File: src/phy_diag_params.svh
`ifndef PHY_DIAG_PARAMS_SVH
`define PHY_DIAG_PARAMS_SVH
// Notes on behaviour
// (RULE1) writing one to bit 15 starts a cable test; hardware clears it at end
// (RULE2) bit 15 reads one while testing, zero when result fields are valid
// (RULE3) bits 13:12 pick pair A to D under test, reset 00
// (RULE4) bits 9:8 report normal, open, short or failed, reset 00
// (RULE5) bits 7:0 give fault distance for open or short results
// (RULE6) pcs status bit 1 follows the gigabit link state
// (RULE7) pcs status bit 0 follows the 100 Mbit link state
// (RULE8) 16-bit counter counts frames with symbol errors, reset zero, read clears
// (RULE9) upper interrupt byte holds eight read-write enables, reset zero
// (RULE10) lower interrupt byte holds eight read-only event flags, reset zero
// (RULE11) reading the interrupt register clears every event flag; here a flag whose event fires in the read cycle stays set
// (RULE12) link down flag sets on link loss, link up flag on link gain
// (RULE13) port interrupt is high while any flag meets its enable
// (RULE14) flags latch whatever the enables say; enables gate only the output

// register indices; byte address is four times the index
`define REG_IDX_CABLE_DIAG   12'h124
`define REG_IDX_PCS_LINK     12'h126
`define REG_IDX_RXSE_COUNT   12'h12a
`define REG_IDX_EVENTS       12'h136
`define REG_IDX_IRQ_STATUS   12'h140
`define REG_IDX_IRQ_MASK     12'h141

`define DIAG_EN_BIT          15
`define DIAG_RSVD14_BIT      14
`define DIAG_PAIR_HI         13
`define DIAG_PAIR_LO         12
`define DIAG_RSVD_HI         11
`define DIAG_RSVD_LO         10
`define DIAG_STAT_HI         9
`define DIAG_STAT_LO         8
`define DIAG_DIST_HI         7
`define DIAG_DIST_LO         0
`define DIAG_PAIR_RST        2'h0
`define DIAG_STAT_RST        2'h0
`define DIAG_DIST_RST        8'h00
`define DIAG_STAT_FAILED     2'h3

`define PCS_1000_BIT         1
`define PCS_100_BIT          0

`define COUNT_RST            16'h0000
`define COUNT_MAX            16'hffff
`define EVT_COUNT            8
`define EVT_EN_MSB           15
`define EVT_EN_LSB           8
`define EVT_FLAG_RST         8'h00
`define EVT_EN_RST           8'h00

`define IRQ_DIAG_DONE_BIT    0
`define IRQ_PORT_EVENT_BIT   1
`define IRQ_COUNT_WRAP_BIT   2
`define IRQ_RST              3'h0
`define IRQ_MSB              2

`define CLK_MHZ              250
`define DIAG_TIMEOUT_US      100

`define HTRANS_NONSEQ        2'h2
`define HTRANS_SEQ           2'h3
`define HRESP_OKAY           1'h0
`endif

File: src/phy_diag_pkg.sv
package phy_diag_pkg;

   typedef enum logic [0:0] {
      DIAG_IDLE = 1'b0,
      DIAG_RUN  = 1'b1
   } diag_state_t;

   typedef enum logic [2:0] {
      SEL_NONE       = 3'b000,
      SEL_CABLE_DIAG = 3'b001,
      SEL_PCS_LINK   = 3'b010,
      SEL_RXSE_COUNT = 3'b011,
      SEL_EVENTS     = 3'b100,
      SEL_IRQ_STATUS = 3'b101,
      SEL_IRQ_MASK   = 3'b110
   } reg_sel_t;

   // outcome handed back by the analog cable measurement
   typedef struct packed {
      logic [1:0] status;
      logic [7:0] distance;
   } diag_result_t;

   // one-cycle event pulses from the phy line logic
   typedef struct packed {
      logic jabber;
      logic rx_error;
      logic page_rx;
      logic pd_fault;
      logic lp_ack;
      logic remote_fault;
   } phy_events_t;

endpackage

File: src/phy_diag_status_irq_regs.sv
// The implementer's own choice: register access over AHB-Lite.
`include "phy_diag_params.svh"

module phy_diag_status_irq_regs
   import phy_diag_pkg::*;
#(
   parameter int unsigned DIAG_TIMEOUT_CYC = `DIAG_TIMEOUT_US * `CLK_MHZ
)
(
   input  wire logic         sys_clk,
   input  wire logic         rst_n,
   // ahb-lite slave
   input  wire logic         hsel,
   input  wire logic [31:0]  haddr,
   input  wire logic [1:0]   htrans,
   input  wire logic         hwrite,
   input  wire logic [2:0]   hsize,
   input  wire logic [31:0]  hwdata,
   input  wire logic         hready,
   output logic              hreadyout,
   output logic              hresp,
   output logic [31:0]       hrdata,
   // cable measurement engine
   output logic              diag_start,
   output logic              diag_abort,
   output logic [1:0]        diag_pair,
   input  wire logic         diag_done,
   input  wire diag_result_t diag_result,
   // phy line side status and events
   input  wire logic         link_1000_up,
   input  wire logic         link_100_up,
   input  wire logic         port_link_up,
   input  wire logic         rx_symbol_error_frame,
   input  wire phy_events_t  phy_events,
   // interrupts
   output logic              port_irq,
   output logic              irq
);

   function automatic reg_sel_t reg_decode(input logic [31:0] addr);
      reg_sel_t sel;
      sel = SEL_NONE;
      if (addr[31:14] == 18'h00000)
      begin
         case (addr[13:0])
            {`REG_IDX_CABLE_DIAG, 2'b00}: sel = SEL_CABLE_DIAG;
            {`REG_IDX_PCS_LINK, 2'b00}:   sel = SEL_PCS_LINK;
            {`REG_IDX_RXSE_COUNT, 2'b00}: sel = SEL_RXSE_COUNT;
            {`REG_IDX_EVENTS, 2'b00}:     sel = SEL_EVENTS;
            {`REG_IDX_IRQ_STATUS, 2'b00}: sel = SEL_IRQ_STATUS;
            {`REG_IDX_IRQ_MASK, 2'b00}:   sel = SEL_IRQ_MASK;
            default:                      sel = SEL_NONE;
         endcase
      end
      return sel;
   endfunction

   // bus phase tracking
   logic         addr_ok;
   reg_sel_t     sel_q;
   logic         wr_q;
   logic         rd_wait_q;
   logic [31:0]  hrdata_q;
   logic         wr_en;
   logic         rd_en;
   logic [15:0]  wdata;

   // register state
   diag_state_t  diag_state_q;
   logic         diag_rsvd14_q;
   logic [1:0]   diag_rsvd_q;
   logic [1:0]   diag_pair_q;
   logic [1:0]   diag_stat_q;
   logic [7:0]   diag_dist_q;
   logic [31:0]  diag_timer_q;
   logic         diag_start_q;
   logic         diag_abort_q;
   logic         diag_fin;
   logic         diag_timeout;
   logic [15:0]  rxse_count_q;
   logic         count_wrap;
   logic [7:0]   evt_en_q;
   logic [7:0]   evt_flag_q;
   logic [7:0]   evt_vec;
   logic         link_up_q;
   logic [2:0]   irq_stat_q;
   logic [2:0]   irq_mask_q;
   logic [2:0]   irq_set;
   logic [2:0]   irq_clr;
   logic [15:0]  rd_value;

   assign addr_ok = hsel && hready &&
      (htrans == `HTRANS_NONSEQ || htrans == `HTRANS_SEQ);

   // reads take one wait state so that the read-clear side effects and the
   // returned data happen in the same cycle, after any earlier write landed
   always_ff @(posedge sys_clk or negedge rst_n)
   begin
      if (!rst_n)
      begin
         sel_q     <= SEL_NONE;
         wr_q      <= 1'b0;
         rd_wait_q <= 1'b0;
      end
      else
      begin
         if (rd_wait_q)
            rd_wait_q <= 1'b0;
         else if (hready)
         begin
            wr_q      <= addr_ok && hwrite;
            rd_wait_q <= addr_ok && !hwrite;
            sel_q     <= addr_ok ? reg_decode(haddr) : SEL_NONE;
         end
      end
   end

   assign wr_en = wr_q;
   assign rd_en = rd_wait_q;
   assign wdata = hwdata[15:0];

   assign hreadyout = !rd_wait_q;
   assign hresp     = `HRESP_OKAY;
   assign hrdata    = hrdata_q;

   always_comb
   begin
      rd_value = 16'h0000;
      case (sel_q)
         SEL_CABLE_DIAG:
         begin
            rd_value[`DIAG_EN_BIT] = (diag_state_q == DIAG_RUN); // RULE2
            rd_value[`DIAG_RSVD14_BIT] = diag_rsvd14_q;
            rd_value[`DIAG_PAIR_HI:`DIAG_PAIR_LO] = diag_pair_q;
            rd_value[`DIAG_RSVD_HI:`DIAG_RSVD_LO] = diag_rsvd_q;
            rd_value[`DIAG_STAT_HI:`DIAG_STAT_LO] = diag_stat_q; // RULE4
            rd_value[`DIAG_DIST_HI:`DIAG_DIST_LO] = diag_dist_q; // RULE5
         end
         SEL_PCS_LINK:
         begin
            rd_value[`PCS_1000_BIT] = link_1000_up; // RULE6
            rd_value[`PCS_100_BIT]  = link_100_up;  // RULE7
         end
         SEL_RXSE_COUNT: rd_value = rxse_count_q; // RULE8
         SEL_EVENTS:     rd_value = {evt_en_q, evt_flag_q}; // RULE9 RULE10
         SEL_IRQ_STATUS: rd_value[`IRQ_MSB:0] = irq_stat_q;
         SEL_IRQ_MASK:   rd_value[`IRQ_MSB:0] = irq_mask_q;
         default:        rd_value = 16'h0000;
      endcase
   end

   always_ff @(posedge sys_clk or negedge rst_n)
   begin
      if (!rst_n)
         hrdata_q <= 32'h00000000;
      else if (rd_en)
         hrdata_q <= {16'h0000, rd_value};
   end

   // cable test control; a write of zero while running aborts the test
   assign diag_timeout = (diag_state_q == DIAG_RUN) &&
      (diag_timer_q == DIAG_TIMEOUT_CYC - 1);
   assign diag_fin = (diag_state_q == DIAG_RUN) && (diag_done || diag_timeout);

   always_ff @(posedge sys_clk or negedge rst_n)
   begin
      if (!rst_n)
      begin
         diag_state_q <= DIAG_IDLE;
         diag_start_q <= 1'b0;
         diag_abort_q <= 1'b0;
         diag_timer_q <= 32'h00000000;
      end
      else
      begin
         diag_start_q <= 1'b0;
         diag_abort_q <= 1'b0;
         case (diag_state_q)
            DIAG_IDLE:
            begin
               diag_timer_q <= 32'h00000000;
               if (wr_en && sel_q == SEL_CABLE_DIAG && wdata[`DIAG_EN_BIT])
               begin
                  diag_state_q <= DIAG_RUN; // RULE1
                  diag_start_q <= 1'b1;
               end
            end
            DIAG_RUN:
            begin
               diag_timer_q <= diag_timer_q + 32'h00000001;
               if (diag_fin)
               begin
                  diag_state_q <= DIAG_IDLE; // RULE1
               end
               else if (wr_en && sel_q == SEL_CABLE_DIAG &&
                        !wdata[`DIAG_EN_BIT])
               begin
                  diag_state_q <= DIAG_IDLE; // RULE1
                  diag_abort_q <= 1'b1;
               end
            end
            default:
            begin
               diag_state_q <= DIAG_IDLE;
            end
         endcase
      end
   end

   // pair select is frozen while a test runs so the engine sees one pair
   always_ff @(posedge sys_clk or negedge rst_n)
   begin
      if (!rst_n)
      begin
         diag_pair_q   <= `DIAG_PAIR_RST;
         diag_rsvd14_q <= 1'b0;
         diag_rsvd_q   <= 2'h0;
      end
      else if (wr_en && sel_q == SEL_CABLE_DIAG && diag_state_q == DIAG_IDLE)
      begin
         diag_pair_q   <= wdata[`DIAG_PAIR_HI:`DIAG_PAIR_LO]; // RULE3
         diag_rsvd14_q <= wdata[`DIAG_RSVD14_BIT];
         diag_rsvd_q   <= wdata[`DIAG_RSVD_HI:`DIAG_RSVD_LO];
      end
   end

   always_ff @(posedge sys_clk or negedge rst_n)
   begin
      if (!rst_n)
      begin
         diag_stat_q <= `DIAG_STAT_RST;
         diag_dist_q <= `DIAG_DIST_RST;
      end
      else if (diag_fin)
      begin
         if (diag_done)
         begin
            diag_stat_q <= diag_result.status;   // RULE4
            diag_dist_q <= diag_result.distance; // RULE5
         end
         else
         begin
            diag_stat_q <= `DIAG_STAT_FAILED; // RULE4
            diag_dist_q <= `DIAG_DIST_RST;
         end
      end
   end

   assign diag_start = diag_start_q;
   assign diag_abort = diag_abort_q;
   assign diag_pair  = diag_pair_q; // RULE3

   // counter wraps rather than saturating; the wrap raises an irq bit
   assign count_wrap = rx_symbol_error_frame && (rxse_count_q == `COUNT_MAX);

   always_ff @(posedge sys_clk or negedge rst_n)
   begin
      if (!rst_n)
         rxse_count_q <= `COUNT_RST;
      else if (rd_en && sel_q == SEL_RXSE_COUNT)
      begin
         // a frame counted in the read cycle survives the clear
         rxse_count_q <= rx_symbol_error_frame ? 16'h0001 : `COUNT_RST; // RULE8
      end
      else if (rx_symbol_error_frame)
         rxse_count_q <= rxse_count_q + 16'h0001; // RULE8
   end

   // link edges feed the up and down flags
   always_ff @(posedge sys_clk or negedge rst_n)
   begin
      if (!rst_n)
         link_up_q <= 1'b0;
      else
         link_up_q <= port_link_up;
   end

   assign evt_vec = {phy_events.jabber, phy_events.rx_error,
                     phy_events.page_rx, phy_events.pd_fault,
                     phy_events.lp_ack,
                     link_up_q && !port_link_up, // RULE12
                     phy_events.remote_fault,
                     !link_up_q && port_link_up}; // RULE12

   always_ff @(posedge sys_clk or negedge rst_n)
   begin
      if (!rst_n)
         evt_en_q <= `EVT_EN_RST;
      else if (wr_en && sel_q == SEL_EVENTS)
         evt_en_q <= wdata[`EVT_EN_MSB:`EVT_EN_LSB]; // RULE9
   end

   generate
      for (genvar i = 0; i < `EVT_COUNT; i++)
      begin : g_flag
         always_ff @(posedge sys_clk or negedge rst_n)
         begin
            if (!rst_n)
               evt_flag_q[i] <= 1'b0;
            else if (evt_vec[i])
               evt_flag_q[i] <= 1'b1; // RULE10 RULE14
            else if (rd_en && sel_q == SEL_EVENTS)
               evt_flag_q[i] <= 1'b0; // RULE11
         end
      end
   endgenerate

   assign port_irq = |(evt_flag_q & evt_en_q); // RULE13

   // block-level interrupt: sticky, write one to clear, set wins
   assign irq_set = {count_wrap, |evt_vec, diag_fin};
   assign irq_clr = (wr_en && sel_q == SEL_IRQ_STATUS) ?
      wdata[`IRQ_MSB:0] : `IRQ_RST;

   always_ff @(posedge sys_clk or negedge rst_n)
   begin
      if (!rst_n)
         irq_stat_q <= `IRQ_RST;
      else
         irq_stat_q <= (irq_stat_q & ~irq_clr) | irq_set;
   end

   always_ff @(posedge sys_clk or negedge rst_n)
   begin
      if (!rst_n)
         irq_mask_q <= `IRQ_RST;
      else if (wr_en && sel_q == SEL_IRQ_MASK)
         irq_mask_q <= wdata[`IRQ_MSB:0];
   end

   assign irq = |(irq_stat_q & irq_mask_q);

endmodule

File: config.mk
export PLATFORM = sky130hd
export DESIGN_NAME = phy_diag_status_irq_regs
export DESIGN_NICKNAME = d
export VERILOG_FILES = /design/src/phy_diag_pkg.sv /design/src/phy_diag_status_irq_regs.sv
export VERILOG_INCLUDE_DIRS = /design/src
export SDC_FILE = /design/constraint.sdc
export NUM_CORES = 1
export LEC_CHECK = 0
export ABC_AREA = 1
export BUFFER_PORTS_ARGS = -buffer_cell sky130_fd_sc_hd__clkbuf_2
export CORE_AREA = 2 2 108 110
export DETAILED_ROUTE_END_ITERATION = 8
export DIE_AREA = 0 0 110 112
export GPL_TIMING_DRIVEN = 0
export PLACE_DENSITY = 0.79
export SYNTH_ARGS = -nofsm -noshare
export SYNTH_HDL_FRONTEND = slang
export SYNTH_SLANG_ARGS = --single-unit
File: constraint.sdc
create_clock -name sys_clk -period 2 [get_ports sys_clk]
set_input_delay 0.1 -clock sys_clk [delete_from_list [all_inputs] [get_ports sys_clk]]
set_output_delay 0.1 -clock sys_clk [all_outputs]
set_load 0.01 [all_outputs]
==> metrics.txt <==
Syn Area/Cell 7.26 sq um; fin. max-slew vios 0; buffer depth of the longest clock path 2; net count of the finished layout 1,059; unrepaired setup endpoints after global routing false; starting utilization of the core area 0.536; Die Area 0.0123 sq mm; hold path start diag_result[6]; Setup crit start rd_en; final setup fails 0; vias post-DR 5,709; initial drt markers 522; wire length per cell 14.1 um; post-placement worst setup slack 0.268 ns; H-tree levels 3; synthesized instance count 825; placer's final routability congestion estimate 0.923; clock-pin slew on the worst setup and hold paths 0.06 ns; Top FF cell, synth sky130_fd_sc_hd__dfrtp_1; Final period util 0.926; crit-path most repeated cell sky130_fd_sc_hd__buf_2; worst vdd ir 0.414 mV; register-to-register setup slack 0.22 ns; worst hold slack 0.00700 ns; sum of net half-perimeters after detailed placement 11.7 mm; status finished, final reports clean; Power Density 633 mW/mm^2; Clock Sink Count 110; startpoint kind of the worst setup timing path register; Layout Utilization 0.639; wire length of the first global-routing pass 25.3 mm; vias per cell 5.16; residual DRC count 0; proportion of synthesized flip-flops having asynchronous set or reset 1.00; highest clock frequency the design can meet 540 MHz; EDFF count, synth 0; Root Buffer Master sky130_fd_sc_hd__clkbuf_16; startpoint of the worst-slack reg-to-reg timing path diag_timer_q[0]; kind of path behind the tightest hold check input pin to register; highest net fanout along the worst path 10; maximum number of pins on one net before global-route repair 111; clock tree from TritonCTS done; overall global routing resource usage 0.266; reported leakage power 3.61 nW; Fin. Hold Viols 0; Synth Cell Area 0.00599 sq mm; top-level port count 135; initial antenna violation count 0; accumulated negative setup slack 0 ns; Reg-to-Reg End diag_timer_q[20]; proportion of layout cells with a drive suffix above 1 0.165; number of antenna diodes 0; required arrival time at the worst endpoint 1.90 ns; quantity of I/O buffers inserted on ports 92; cell count of the worst reg-to-reg path 10; critical path start-end classification register to output port; drt total wl 15.6 mm; core region area 0.0112 sq mm; TritonCTS Buffers 9; Setup crit end kind output port; Yosys warning count 0; portion of the post-synthesis area used by sequential elements 0.460; last element of the critical path hreadyout; transition time at the pin with the least slew margin 0.869 ns; crit path cell chain buf_2, inv_1, clkbuf_4, buf_2, clkbuf_2; Arr. time, crit path 1.75 ns; area growth from synthesis to layout 19.2%; shortest period the worst path allows 1.85 ns; smallest setup slack after layout 0.147 ns; post-route antenna net violation count 0; row cnt 39; Cell variety after synth 36; clock skew after layout 0.00692 ns; clock latency on the worst-skew pair 0.35 ns; vertical extent of the die 112 um; Slowest cell on crit path sky130_fd_sc_hd__dfrtp_1; maximum single-stage delay on the critical path 0.36 ns; Slew HR 0.421; reported max-cap violation count 0; via count of the first global-routing pass 5,262; total iterations of the first detailed-routing run 5; number of synthesized register bits 110; sum of overflow across all layers after global routing 0; Horiz. Die Dim 110 um
[placed cells by master (no fill, tap or decap), drive strengths merged]
cell / Yosys / routed
nand2: 241 / 241
nor2: 130 / 130
dfrtp: 110 / 110
inv: 106 / 107
clkbuf: 4 / 107
o21ai: 59 / 59
nand3: 41 / 41
a21oi: 35 / 35
buf: 30 / 29
nor3: 19 / 19
conb: 1 / 17
dlygate4sd3: 0 / 16
o22ai: 10 / 10
xor2: 8 / 8
nand4: 8 / 8
a31oi: 4 / 4
o21bai: 4 / 4
ha: 4 / 4
nor3b: 2 / 2
a221oi: 2 / 2
or2: 2 / 2
clkinv: 0 / 2
a211oi: 1 / 1
and2: 1 / 1
o221ai: 1 / 1
nor4: 1 / 1
a22oi: 1 / 1
bufinv: 0 / 1
[stage by stage]
stage / instances / total power, mW / area, sq um
after floorplan: 841 / 2.59 / 6050
after global placement: 1076 / 2.77 / 6690
after detailed placement: 1076 / 2.78 / 6700
after CTS: 1106 / 4.53 / 7130
after global routing: 1106 / 4.69 / 7140
final: 1106 / 4.51 / 7140
[synth_stat cells (3+ instances only)]
master | number | area share
sky130_fd_sc_hd__o22ai_1 | 10 | 0.010
sky130_fd_sc_hd__o21bai_1 | 4 | 0.0050
sky130_fd_sc_hd__nand2_2 | 5 | 0.0052
sky130_fd_sc_hd__nor2_1 | 126 | 0.079
sky130_fd_sc_hd__buf_6 | 3 | 0.0056
sky130_fd_sc_hd__nand4_1 | 8 | 0.0084
sky130_fd_sc_hd__nand2_1 | 235 | 0.15
sky130_fd_sc_hd__buf_2 | 10 | 0.0084
sky130_fd_sc_hd__a21oi_1 | 35 | 0.029
sky130_fd_sc_hd__inv_2 | 4 | 0.0025
sky130_fd_sc_hd__nand3_1 | 39 | 0.033
sky130_fd_sc_hd__o21ai_0 | 52 | 0.043
sky130_fd_sc_hd__xor2_1 | 8 | 0.012
sky130_fd_sc_hd__nor3_1 | 18 | 0.015
sky130_fd_sc_hd__ha_1 | 4 | 0.0084
sky130_fd_sc_hd__clkbuf_1 | 4 | 0.0025
sky130_fd_sc_hd__a31oi_1 | 4 | 0.0042
sky130_fd_sc_hd__inv_1 | 102 | 0.064
sky130_fd_sc_hd__buf_4 | 17 | 0.021
sky130_fd_sc_hd__o21ai_2 | 5 | 0.0073
sky130_fd_sc_hd__dfrtp_1 | 110 | 0.46
[layout make-up]
cell class | count | area, sq um
fillers | 983 | 4040
flip-flops and latches | 110 | 2750
multi-input cells | 591 | 2670
repair buffers | 108 | 629
inverters | 106 | 398
clock buffers | 10 | 229
plain buffers | 34 | 229
well taps | 143 | 179
clock inverters | 4 | 48.8
[kinds of logic after synthesis]
logic type / synth area share
AND/OR/NAND/NOR: 0.307
other: 0.000626
XOR/XNOR: 0.0117
AO/OA/AOI/OAI: 0.108
flip-flops: 0.460
adder cells (fa/ha/maj): 0.00836
buffers and inverters: 0.104
[worst max-delay path, delay by kind of cell, from the launching register on]
kind                   cells  cell delay, ns
DFF                        1            0.36
buffers and inverters      5            1.05
[layer usage]
metal / share of wire / vias to the layer above / track usage
li1: - / 2846 / -
met1: 0.46 / 2582 / 0.389
met2: 0.44 / 252 / 0.399
met3: 0.075 / 29 / 0.0404
met4: 0.023 / 0 / 0.100
met5: 0 / - / 0
[power breakdown]
group,switching [mW],internal (mW)
registers,0.0656,2.29
clock network,0.783,0.959
logic,0.240,0.175
[worst min path at each step]
stage | endpoint | slack (ns) | cells past startpoint
after global routing | diag_dist_q[6] | 0.007 | 3
after CTS | diag_pair[0] | 0.003 | 3
after floorplan | diag_abort | -0.20 | 0
final | diag_dist_q[6] | 0.007 | 3
after detailed placement | link_up_q | 0.25 | 1
after global placement | link_up_q | 0.25 | 1
[what timing repair did]
item / in CTS / in global routing
setup endpoints to repair: 0 / 1
hold buffers: 16 / 0
endpoints found under the hold margin: 126 / 0
buffers inserted: 0 / 0
gates resized for setup: 0 / 1
[flip-flops by register name (all words and copies together), names as in the netlist, 3 cells and up]
name          flops
evt_en_q          8
diag_timer_q     32
evt_flag_q        8
irq_stat_q        3
rxse_count_q     16
sel_q             3
diag_dist_q       8
irq_mask_q        3
hrdata           16
No activity file was read; power rests on OpenSTA's default activity.
